File: config.mk
export PLATFORM = sky130hd
export DESIGN_NAME = frame_index_irq
export DESIGN_NICKNAME = d
export VERILOG_FILES = /design/src/verilog/frame_pkg.sv /design/src/verilog/frame_index_irq.sv /design/src/verilog/microframe_timer.sv
export VERILOG_INCLUDE_DIRS = /design/src /design/src/verilog
export SDC_FILE = /design/constraint.sdc
export NUM_CORES = 1
export LEC_CHECK = 0
export BUFFER_PORTS_ARGS = -buffer_cell sky130_fd_sc_hd__buf_4
export CORE_ASPECT_RATIO = 0.75
export CORE_MARGIN = 5
export CORE_UTILIZATION = 40
export CTS_CLUSTER_DIAMETER = 80
export DETAILED_ROUTE_END_ITERATION = 7
export HOLD_SLACK_MARGIN = 0.08
export PLACE_DENSITY = 0.63
export SLEW_MARGIN = 20
export SYNTH_ARGS = -nofsm -noshare
export SYNTH_HDL_FRONTEND = slang
export SYNTH_HIERARCHICAL = 1
export SYNTH_SLANG_ARGS = --single-unit
File: constraint.sdc
create_clock -name mclk -period 2.4 [get_ports mclk]
set_input_delay 0.6 -clock mclk [delete_from_list [all_inputs] [get_ports mclk]]
set_output_delay 0.6 -clock mclk [all_outputs]
set_load 0.1 [all_outputs]
File: src/verilog/frame_regs.svh
// register offsets, field positions, reset values and timing counts
`ifndef FRAME_REGS_SVH
`define FRAME_REGS_SVH

// register byte offsets on the 8-bit register bus address
`define ADDR_W 8
`define OFS_RUN_CONTROL 8'h8C
`define OFS_HOST_STATUS 8'h90
`define OFS_IRQ_ENABLE 8'h94
`define OFS_FRAME_INDEX 8'h98

// run control register fields
`define RUN_BIT 0
`define SIZE_LSB 2
`define SIZE_MSB 3

// status and enable fields share one layout
`define PCD_BIT 2
`define FLR_BIT 3

// frame index field
`define FRIDX_W 14
`define FRIDX_MSB 13
`define ENTRY_LSB 3
`define ENTRY_W 10
`define SOF_W 11

// wrap masks of the frame index per list size
`define WRAP_MASK_1024 14'h1FFF
`define WRAP_MASK_512 14'h0FFF
`define WRAP_MASK_256 14'h07FF

// reset values
`define RST_RUN_CONTROL 32'h0000_0000
`define RST_IRQ_ENABLE 32'h0000_0000
`define RST_FRAME_INDEX 14'h0000

// microframe period and clock period in ns
`define MICROFRAME_NS 125000
`define MCLK_PERIOD_NS 5
`define MICROFRAME_CYCLES (`MICROFRAME_NS / `MCLK_PERIOD_NS)

// bus answers
`define RESP_OKAY 2'h0
`define RESP_SLVERR 2'h2
`define STRB_FULL 4'hF

`endif

File: src/verilog/frame_pkg.sv
// types shared by the frame index and interrupt enable block
package frame_pkg;

  // frame list size encodings
  typedef enum logic [1:0] {
    list_1024 = 2'b00,
    list_512 = 2'b01,
    list_256 = 2'b10,
    list_rsvd = 2'b11
  } frame_list_size_e;

  // software run controls
  typedef struct packed {
    frame_list_size_e frame_list_size;
    logic run_stop_control;
  } run_ctrl_s;

  // periodic schedule outputs toward the schedule engine
  typedef struct packed {
    logic [13:0] frame_index;
    logic [10:0] sof_frame_number;
    logic [9:0] list_entry_index;
  } frame_out_s;

endpackage

File: src/verilog/frame_index_irq.sv
// frame index counter and host interrupt enable with an AXI4-Lite slave
//
// The AXI4-Lite slave port is this design's own decision.
`timescale 1ns/1ps
`default_nettype none
`include "frame_regs.svh"

// What this block does
// - an enabled rollover flag (enable bit 3) raises the host interrupt.
// - an enabled port change flag (enable bit 2) raises the host interrupt.
// - clearing a status flag acknowledges and drops its interrupt source.
// - the frame index is updated once per 125 us microframe.
// - frame index bits from 3 up to a size-set top bit select the list entry.
// - a written frame index carries into the SOF frame numbers that follow.
// - the frame index is a 14-bit field in bits 13 to 0.
// - the frame index increments by one at the end of each microframe.
// - the rollover flag sets when the index wraps at the size-set point.
// - a one written to a status flag clears it, a zero leaves it.
// - the frame index advances only while run is selected.
module frame_index_irq #(
  parameter int unsigned MICROFRAME_CYCLES = `MICROFRAME_CYCLES
) (
  input wire logic mclk,
  input wire logic rstn,
  input wire logic [`ADDR_W-1:0] awaddr,
  input wire logic awvalid,
  output logic awready,
  input wire logic [31:0] wdata,
  input wire logic [3:0] wstrb,
  input wire logic wvalid,
  output logic wready,
  output logic [1:0] bresp,
  output logic bvalid,
  input wire logic bready,
  input wire logic [`ADDR_W-1:0] araddr,
  input wire logic arvalid,
  output logic arready,
  output logic [31:0] rdata,
  output logic [1:0] rresp,
  output logic rvalid,
  input wire logic rready,
  input wire logic port_change_event,
  output logic irq,
  output logic microframe_start,
  output frame_pkg::run_ctrl_s run_ctrl,
  output frame_pkg::frame_out_s frame_out
);
  import frame_pkg::*;

  logic aw_held;
  logic w_held;
  logic [`ADDR_W-1:0] wr_addr;
  logic [31:0] wr_data;
  logic [3:0] wr_strb;
  logic do_write;
  logic wr_mapped;
  logic wr_ctrl;
  logic wr_status;
  logic wr_enable;
  logic wr_frame;
  logic tick;
  logic wrap;
  logic rollover_event;
  logic [`FRIDX_W-1:0] frame_index;
  logic [`FRIDX_W-1:0] next_frame_index;
  logic [`FRIDX_W-1:0] wrap_mask;
  logic [`FLR_BIT:`PCD_BIT] events;
  logic [`FLR_BIT:`PCD_BIT] flags;
  logic [`FLR_BIT:`PCD_BIT] enables;
  logic [31:0] read_word;
  logic rd_mapped;

  // reset images of the two software words; only their defined fields are kept
  localparam logic [31:0] RUN_CONTROL_RESET = `RST_RUN_CONTROL;
  localparam logic [31:0] IRQ_ENABLE_RESET = `RST_IRQ_ENABLE;

  // write address channel, held until the response is taken
  always_ff @(posedge mclk)
  begin
    if (!rstn)
    begin
      aw_held <= 1'b0;
      awready <= 1'b1;
      wr_addr <= 8'h00;
    end
    else if (awvalid && awready)
    begin
      aw_held <= 1'b1;
      awready <= 1'b0;
      wr_addr <= awaddr;
    end
    else if (bvalid && bready)
    begin
      aw_held <= 1'b0;
      awready <= 1'b1;
    end
  end

  // write data channel, taken in either order against the address
  always_ff @(posedge mclk)
  begin
    if (!rstn)
    begin
      w_held <= 1'b0;
      wready <= 1'b1;
      wr_data <= 32'h0000_0000;
      wr_strb <= 4'h0;
    end
    else if (wvalid && wready)
    begin
      w_held <= 1'b1;
      wready <= 1'b0;
      wr_data <= wdata;
      wr_strb <= wstrb;
    end
    else if (bvalid && bready)
    begin
      w_held <= 1'b0;
      wready <= 1'b1;
    end
  end

  // the write lands once both halves are held and no response is pending
  assign do_write = aw_held && w_held && !bvalid;
  assign wr_mapped = (wr_addr == `OFS_RUN_CONTROL) || (wr_addr == `OFS_HOST_STATUS)
    || (wr_addr == `OFS_IRQ_ENABLE) || (wr_addr == `OFS_FRAME_INDEX);
  // all control fields sit in byte lane 0
  assign wr_ctrl = do_write && wr_strb[0] && (wr_addr == `OFS_RUN_CONTROL);
  assign wr_status = do_write && wr_strb[0] && (wr_addr == `OFS_HOST_STATUS);
  assign wr_enable = do_write && wr_strb[0] && (wr_addr == `OFS_IRQ_ENABLE);
  // partial words are dropped so the counter never holds a torn value
  assign wr_frame = do_write && (wr_strb == `STRB_FULL)
    && (wr_addr == `OFS_FRAME_INDEX);

  // write response, an error for holes in the map
  always_ff @(posedge mclk)
  begin
    if (!rstn)
    begin
      bvalid <= 1'b0;
      bresp <= `RESP_OKAY;
    end
    else if (do_write)
    begin
      bvalid <= 1'b1;
      bresp <= wr_mapped ? `RESP_OKAY : `RESP_SLVERR;
    end
    else if (bready)
    begin
      bvalid <= 1'b0;
    end
  end

  // run control and frame list size; reserved bits are not stored
  always_ff @(posedge mclk)
  begin
    if (!rstn)
    begin
      run_ctrl.run_stop_control <= RUN_CONTROL_RESET[`RUN_BIT];
      run_ctrl.frame_list_size <= frame_list_size_e'(RUN_CONTROL_RESET[`SIZE_MSB:`SIZE_LSB]);
    end
    else if (wr_ctrl)
    begin
      run_ctrl.run_stop_control <= wr_data[`RUN_BIT];
      run_ctrl.frame_list_size <= frame_list_size_e'(wr_data[`SIZE_MSB:`SIZE_LSB]);
    end
  end

  // interrupt enables; reserved bits are not stored, so they read zero
  always_ff @(posedge mclk)
  begin
    if (!rstn)
    begin
      enables <= IRQ_ENABLE_RESET[`FLR_BIT:`PCD_BIT];
    end
    else if (wr_enable)
    begin
      enables <= wr_data[`FLR_BIT:`PCD_BIT];
    end
  end

  // microframe pacing, held in reset while stopped
  microframe_timer #(
    .CYCLES(MICROFRAME_CYCLES)
  ) u_timer (
    .mclk(mclk),
    .rstn(rstn),
    .run(run_ctrl.run_stop_control),
    .tick(tick)
  );

  // wrap point follows the list size; the spare code acts as 1024
  always_comb
  begin
    unique case (run_ctrl.frame_list_size)
      list_512: wrap_mask = `WRAP_MASK_512;
      list_256: wrap_mask = `WRAP_MASK_256;
      list_1024, list_rsvd: wrap_mask = `WRAP_MASK_1024;
    endcase
  end

  assign next_frame_index = frame_index + 14'h0001;
  assign wrap = (next_frame_index & wrap_mask) == 14'h0000;
  // a software write in the same cycle as a tick wins and hides that wrap
  assign rollover_event = tick && !wr_frame && wrap;

  // frame index counter
  // no tick arrives while stopped, so the index holds its value then
  always_ff @(posedge mclk)
  begin
    if (!rstn)
    begin
      frame_index <= `RST_FRAME_INDEX;
    end
    else if (wr_frame)
    begin
      // a write while running is accepted as is; the result is not defined
      frame_index <= wr_data[`FRIDX_MSB:0];
    end
    else if (tick)
    begin
      frame_index <= next_frame_index;
    end
  end

  assign events[`FLR_BIT] = rollover_event;
  assign events[`PCD_BIT] = port_change_event;

  // sticky status flags; a new event beats a clear in the same cycle
  generate
    for (genvar i = `PCD_BIT; i <= `FLR_BIT; i++)
    begin : g_flag
      always_ff @(posedge mclk)
      begin
        if (!rstn)
        begin
          flags[i] <= 1'b0;
        end
        else if (events[i])
        begin
          flags[i] <= 1'b1;
        end
        else if (wr_status && wr_data[i])
        begin
          flags[i] <= 1'b0;
        end
      end
    end
  endgenerate

  // one level request while any enabled flag stands
  always_ff @(posedge mclk)
  begin
    if (!rstn)
    begin
      irq <= 1'b0;
    end
    else
    begin
      irq <= (flags[`FLR_BIT] && enables[`FLR_BIT])
        || (flags[`PCD_BIT] && enables[`PCD_BIT]);
    end
  end

  // microframe pulse; it leads the new index on frame_out by one cycle
  always_ff @(posedge mclk)
  begin
    if (!rstn)
    begin
      microframe_start <= 1'b0;
    end
    else
    begin
      microframe_start <= tick;
    end
  end

  // frame outputs toward the schedule and SOF generator, one cycle behind
  always_ff @(posedge mclk)
  begin
    if (!rstn)
    begin
      frame_out <= '0;
    end
    else
    begin
      frame_out.frame_index <= frame_index;
      frame_out.sof_frame_number <= frame_index[`FRIDX_MSB:`ENTRY_LSB];
      unique case (run_ctrl.frame_list_size)
        list_512: frame_out.list_entry_index <= {1'b0, frame_index[11:`ENTRY_LSB]};
        list_256: frame_out.list_entry_index <= {2'b00, frame_index[10:`ENTRY_LSB]};
        list_1024, list_rsvd: frame_out.list_entry_index <= frame_index[12:`ENTRY_LSB];
      endcase
    end
  end

  // read multiplexer; reserved bits read as zero
  always_comb
  begin
    read_word = 32'h0000_0000;
    rd_mapped = 1'b1;
    unique case (araddr)
      `OFS_RUN_CONTROL:
      begin
        read_word[`RUN_BIT] = run_ctrl.run_stop_control;
        read_word[`SIZE_MSB:`SIZE_LSB] = run_ctrl.frame_list_size;
      end
      `OFS_HOST_STATUS: read_word[`FLR_BIT:`PCD_BIT] = flags;
      `OFS_IRQ_ENABLE: read_word[`FLR_BIT:`PCD_BIT] = enables;
      `OFS_FRAME_INDEX: read_word[`FRIDX_MSB:0] = frame_index;
      default: rd_mapped = 1'b0;
    endcase
  end

  // read channel, one read at a time
  // the address is decoded live at the handshake edge, so no copy of it is kept
  always_ff @(posedge mclk)
  begin
    if (!rstn)
    begin
      arready <= 1'b1;
      rvalid <= 1'b0;
      rdata <= 32'h0000_0000;
      rresp <= `RESP_OKAY;
    end
    else if (arvalid && arready)
    begin
      arready <= 1'b0;
      rvalid <= 1'b1;
      rdata <= read_word;
      rresp <= rd_mapped ? `RESP_OKAY : `RESP_SLVERR;
    end
    else if (rvalid && rready)
    begin
      arready <= 1'b1;
      rvalid <= 1'b0;
    end
  end

endmodule

`default_nettype wire

File: src/verilog/microframe_timer.sv
// microframe period counter giving one tick every microframe
`timescale 1ns/1ps
`default_nettype none

module microframe_timer #(
  parameter int unsigned CYCLES = 25000
) (
  input wire logic mclk,
  input wire logic rstn,
  input wire logic run,
  output logic tick
);

  logic [31:0] count;

  // counter restarts whenever the schedule is stopped
  always_ff @(posedge mclk)
  begin
    if (!rstn || !run)
    begin
      count <= 32'h0000_0000;
      tick <= 1'b0;
    end
    else if (count == 32'(CYCLES - 1))
    begin
      count <= 32'h0000_0000;
      tick <= 1'b1;
    end
    else
    begin
      count <= count + 32'h0000_0001;
      tick <= 1'b0;
    end
  end

endmodule

`default_nettype wire
Word level (Yosys, flattened, before mapping)

Index checks and enable logic that the tools add are counted.
W data, S select, Z words.

Flip-flop bits (word level): 142
Bits of input ports: 60
Output and inout bits: 81
Logic and storage cells: 110

Add/sub/neg operators: 2
Eq/ne operators: 13
Multiplexer cells: 28
Bitwise logic cells: 1
Reductions and logical operators: 40

Operators by type and width:

| cell                    | count |
|---|---|
| $eq A8 B8 Y1 const B    | 8 |
| $pmux W14 S3            | 1 |
| $add A32 B1 Y32 const B | 1 |
| $eq A32 B15 Y1 const B  | 1 |
| $pmux W10 S3            | 1 |
| $mux W14                | 2 |
| $logic_and A1 B1 Y1     | 19 |
| $mux W1                 | 19 |
| $add A14 B1 Y14 const B | 1 |
| $and A14 B14 Y14        | 1 |
| $logic_not A14 Y1       | 1 |
| $reduce_bool A2 Y1      | 7 |
| $mux W10                | 1 |
| $pmux W2 S4             | 1 |
| $logic_or A1 B1 Y1      | 5 |
| $eq A2 B2 Y1 const B    | 2 |
| $eq A4 B4 Y1 const B    | 1 |
| $logic_not A1 Y1        | 4 |
| $mux W2                 | 2 |
| $reduce_or A2 Y1        | 2 |
| $reduce_or A4 Y1        | 1 |
| $eq A2 B1 Y1 const B    | 1 |
| $logic_not A2 Y1        | 1 |
| $pmux W1 S2             | 1 |

Logic depth before layout (Yosys ltp)

Depth in word-level cells: 8
Mapped depth: 7
Gate-level depth less buffers: 7

Hierarchy

The synthesis kept the hierarchy.

By module, submodules not included:

| module           | times used | cells each | area each (um2) | sequential area each (um2) |
|---|---|---|---|---|
| frame_index_irq  | 1          | 454        | 3932.5          | 1761.7 |
| microframe_timer | 1          | 187        | 1579.0          | 660.6 |

Worst setup path before layout

OpenSTA, ideal clock, no wires.

Kind: reg-to-reg
Start point: register run_ctrl[2] (netlist bit)
End point: register flags[3] (netlist bit)
Setup time: 84 ps
Data arrival time: 2391 ps
Required time: 2316 ps
Path slack: -75 ps
Stages on the path, launching flop included: 7
Path buffers: 0
Clock period less this slack: 2475 ps
Cell sequence: dfxtp_1 > ha_1 > inv_1 > nand2_1 > or4b_1 > a221o_1 > o31ai_2

Word-level cells in the longest chain between the ends: 7
Elaborated cells between the ends (all ways): 11
Classes of those cells: eq/ne: 3; mux: 2; bitwise: 1; reduce/logical: 5

Ends and longest elaborated chain:

| element                                          | RTL line               | RTL |
|---|---|---|
| start: declaration                               | frame_index_irq.sv:45  | `output frame_pkg::run_ctrl_s run_ctrl,` |
| $eq A2 B2 Y1 or $logic_not A2 Y1 (tied branches) | frame_index_irq.sv:195 | `unique case (run_ctrl.frame_list_size)` |
| $reduce_or A2 Y1                                 | frame_index_irq.sv:195 |  |
| $pmux W14 S3 (*)                                 | frame_index_irq.sv:195 |  |
| $and A14 B14 Y14 (*)                             | frame_index_irq.sv:203 | `assign wrap = (next_frame_index & wrap_mask) == 14'h0000;` |
| $logic_not A14 Y1 (*)                            | frame_index_irq.sv:203 |  |
| $logic_and A1 B1 Y1 (*)                          | frame_index_irq.sv:205 | `assign rollover_event = tick && !wr_frame && wrap;` |
| $mux W1 or $reduce_bool A2 Y1 (tied branches)    | n/a                    |  |
| end signal: indexed assignment                   | frame_index_irq.sv:237 | `flags[i] <= 1'b0;` |
| end signal: indexed assignment                   | frame_index_irq.sv:241 | `flags[i] <= 1'b1;` |
| end signal: indexed assignment                   | frame_index_irq.sv:245 | `flags[i] <= 1'b0;` |
| end: declaration                                 | frame_index_irq.sv:68  | `` logic [`FLR_BIT:`PCD_BIT] flags; `` |

Every way passes the cells marked *; elsewhere a longest branch is shown, timed or not. The select of a mux whose other input is x is not followed.
A chain may end at the register's enable or synchronous reset.

Final worst setup path

Start point: register u_timer.count[0]
End point: register u_timer.count[26]

Word-level cells in the longest chain between the ends: 2
Elaborated cells between the ends (all ways): 3
Classes of those cells: add/sub: 1; eq/ne: 1; reduce/logical: 1

Ends and longest elaborated chain:

| element                                                 | RTL line               | RTL |
|---|---|---|
| start: declaration                                      | microframe_timer.sv:14 | `logic [31:0] count;` |
| start signal: assignment                                | microframe_timer.sv:31 | `count <= count + 32'h0000_0001;` |
| branches (longest 2 deep; another with $add A32 B1 Y32) | n/a                    |  |

Parallel ways; which one is timed is not known.

==> run metrics <==
Area Growth Syn to Fin 23.2%; I/O Buffers between 100 and 150; asr flop ratio synth 0; Starting Density 0.405; Area after DPL between 6000 and 7000 µm²; most area-hungry cell type in the Yosys netlist dfxtp_1; Reg clk slew, reported paths approximately 0.06 ns; die area 16,300 µm²; fin area around 6800 µm²; grt total ovfl 0; CTS root buffer clkbuf_16; mux contribution to synthesized area 0.0163; endpoints failing setup 0; fin. max-slew vios 0; Total Routing Usage GR 0.166; share of layout cells above drive strength 1 0.214; relative slew slack 0.542; critical path's largest stage delay approximately 0.74 ns; main combinational cell family by area after synthesis simple AND/OR/NAND/NOR gates; r2r setup slk 0.14 ns; unrepaired setup endpoints after global routing false; Syn Area/Cell roughly 8.6 µm²; origin of the critical flop-to-flop path u_timer/count[0]$_SDFF_PP0_; Area contributors post-synth dfxtp_1 (44%), buf_4 (5.4%), nand2_1 (5.0%), nor2_1 (4.5%), a21oi_1 (4.4%); Compound-Gate Fraction of Synth Area 0.140; FF+latch count, synth around 120; Detailed Route WL 13,400 µm; cells after synthesis about 640; largest net degree at the start of global routing 47; DRT Pass-1 Iters 4; synthesis warning total 6; DIE HEIGHT 112 µm; Synth Flop Type dfxtp_1; setup ws final between 0.1 and 0.15 ns; data arrival time of the critical path approximately 2.6 ns; Hold Path Class input port to flop; dpl hpwl about 9500 µm; Vias/cell between 5 and 6; crit path buf inv count 0; residual DRC count 0; initial antenna violation count 0; clk sinks 121; maximum clock path buffer count 2; Max VDD drop 0.558 mV; Final period util 0.940; Post-DRT Antenna Nets 0; first-pass GRT wire length roughly 22,000 µm; Final Skew 0.00957 ns; clock buffer count from CTS 17; Post-CTS Setup Bufs 0; fmax between 400 and 500 MHz; critical path class flop to flop; simple-gate share of the synthesized area 0.241; XOR/XNOR Fraction of Synth Area 0.0524; LEAKAGE 2.61 nW; H-tree depth 4; CTS tree yes; Slowest cell on crit path or4_1; largest delay contributor family on the critical path simple AND/OR/NAND/NOR gates; Ant. Diodes 0; Die X-Extent 146 µm; row cnt 37; Max Cap Viol 0; unique cell type count in the Yosys netlist 57; fin nets between 700 and 800; Setup crit end kind flop; post-synth top area share 0.440; DRT iter0 DRCs roughly 300; top-level I/O count around 140; vias between 4,000 and 5,000; min-delay src port_change_event; Adder-Cell Fraction of Synth Area 0.0136; post-CTS sizing 0; sequential area share after synthesis 0.440; CP max FO 15; TNS Setup 0 ns; CORE AREA approximately 14,000 µm²; CP Launch Type flop; Avg WL per Cell 14.9 µm; number of flops mapped to enable cells by yosys 0; commonest non-fill, non-tap cells in the layout dfxtp_1 (120), buf_4 (110), nand2_1 (74), nor2_1 (66), a21oi_1 (48); most common cell after layout, fill and taps aside dfxtp_1; critical path data required time 2.74 ns; vias in the first global route ~4,400; crit path cell chain ha_1 > nand4_1 > or4_1 > or4_1 > a21oi_1; Power Dens Cells roughly 750 nW/µm²; Final Hold Fails 0; DP Worst Slack between 0.15 and 0.2 ns; synthesized cell area 5510 µm²; CP dominant cell by count or4_1; Clk Latency, worst-skew pair roughly 0.42 ns; Crit. Startpoint u_timer/count[0]$_SDFF_PP0_; pin slew with the least headroom to its limit around 0.69 ns; gpl congestion 0.871; CTS hold repair buffers 0; outcome completed; final period demand of the worst path between 2 and 2.5 ns
area by class of cell:
cell class	instances	area, µm²
Fill cell	1302	6820
Multi-Input combinational cell	449	2630
Sequential cell	121	2420
Timing Repair Buffer	112	866
Clock buffer	19	433
Tap cell	175	219
Clock inverter	12	175
Inverter	12	45.0
cell usage after synthesis (all sizes together) (2+ instances only):
cell type,number
inv,12
o22ai,2
nor3,11
ha,6
and3,6
nor4b,3
o31ai,10
a31oi,2
xor2,11
clkbuf,24
nor2b,2
o211ai,2
nor4bb,3
o21ai,11
mux2i,9
dfxtp,121
buf,54
a21oi,48
nor4,8
o21a,4
and4,5
and2,17
or4,11
a211oi,15
a22oi,17
nand4b,2
or3,6
nand3,22
nand2,74
nand4,19
nor2,67
xnor2,22
flip-flops by register name (all words and copies together), names as in the netlist, 2 cells and up:
name           flops
rdata             14
frame_out         16
frame_index       14
u_timer/count     32
enables            2
flags              2
run_ctrl           3
wr_data           14
wr_strb            4
wr_addr            8
cell families (layout without fill, tap and decap cells):
logic type,Yosys count,in the layout
adders and majority gates,6,6
DFF,121,121
AOI/OAI and AO/OA,120,120
other,1,20
xor gates and xnor gates,33,33
and+or+nand+nor,261,261
buffers and inverters,90,155
muxes,9,9
metal layers:
metal | wire (µm) | GRT usage | up-vias
li1 | - | - | 2338
met1 | 6800 | 0.242 | 2151
met2 | 5530 | 0.231 | 147
met3 | 857 | 0.0472 | 19
met4 | 231 | 0.0628 | 0
met5 | 0 | 0 | -
power by group:
group / total [mW] / internal, mW / switching [mW] / leakage [nW]
clock network: 2.65 / 1.73 / 0.920 / 0.289
logic: 0.389 / 0.0919 / 0.297 / 1.34
registers: 2.08 / 2.05 / 0.0306 / 0.981
worst paths after layout:
check                            endpoint  cells after the start
max          u_timer/count[26]$_SDFF_PP0_                      5
min                 flags[2]$_SDFFE_PN0P_                      2
max reg2reg  u_timer/count[26]$_SDFF_PP0_                      5
min reg2reg      wr_data[12]$_SDFFE_PN0P_                      2
per-stage QoR:
stage	util	total power [mW]	std cells	hold slack, ns
6_report	0.499	5.12	900	0.392
5_1_grt	0.499	5.30	900	0.384
4_1_cts	0.499	5.15	900	0.377
3_5_place_dp	0.454	2.51	869	0.447
2_1_floorplan	-	2.43	660	0.432
3_3_place_gp	0.454	2.51	869	0.442
(Power assumes the default switching activity.)
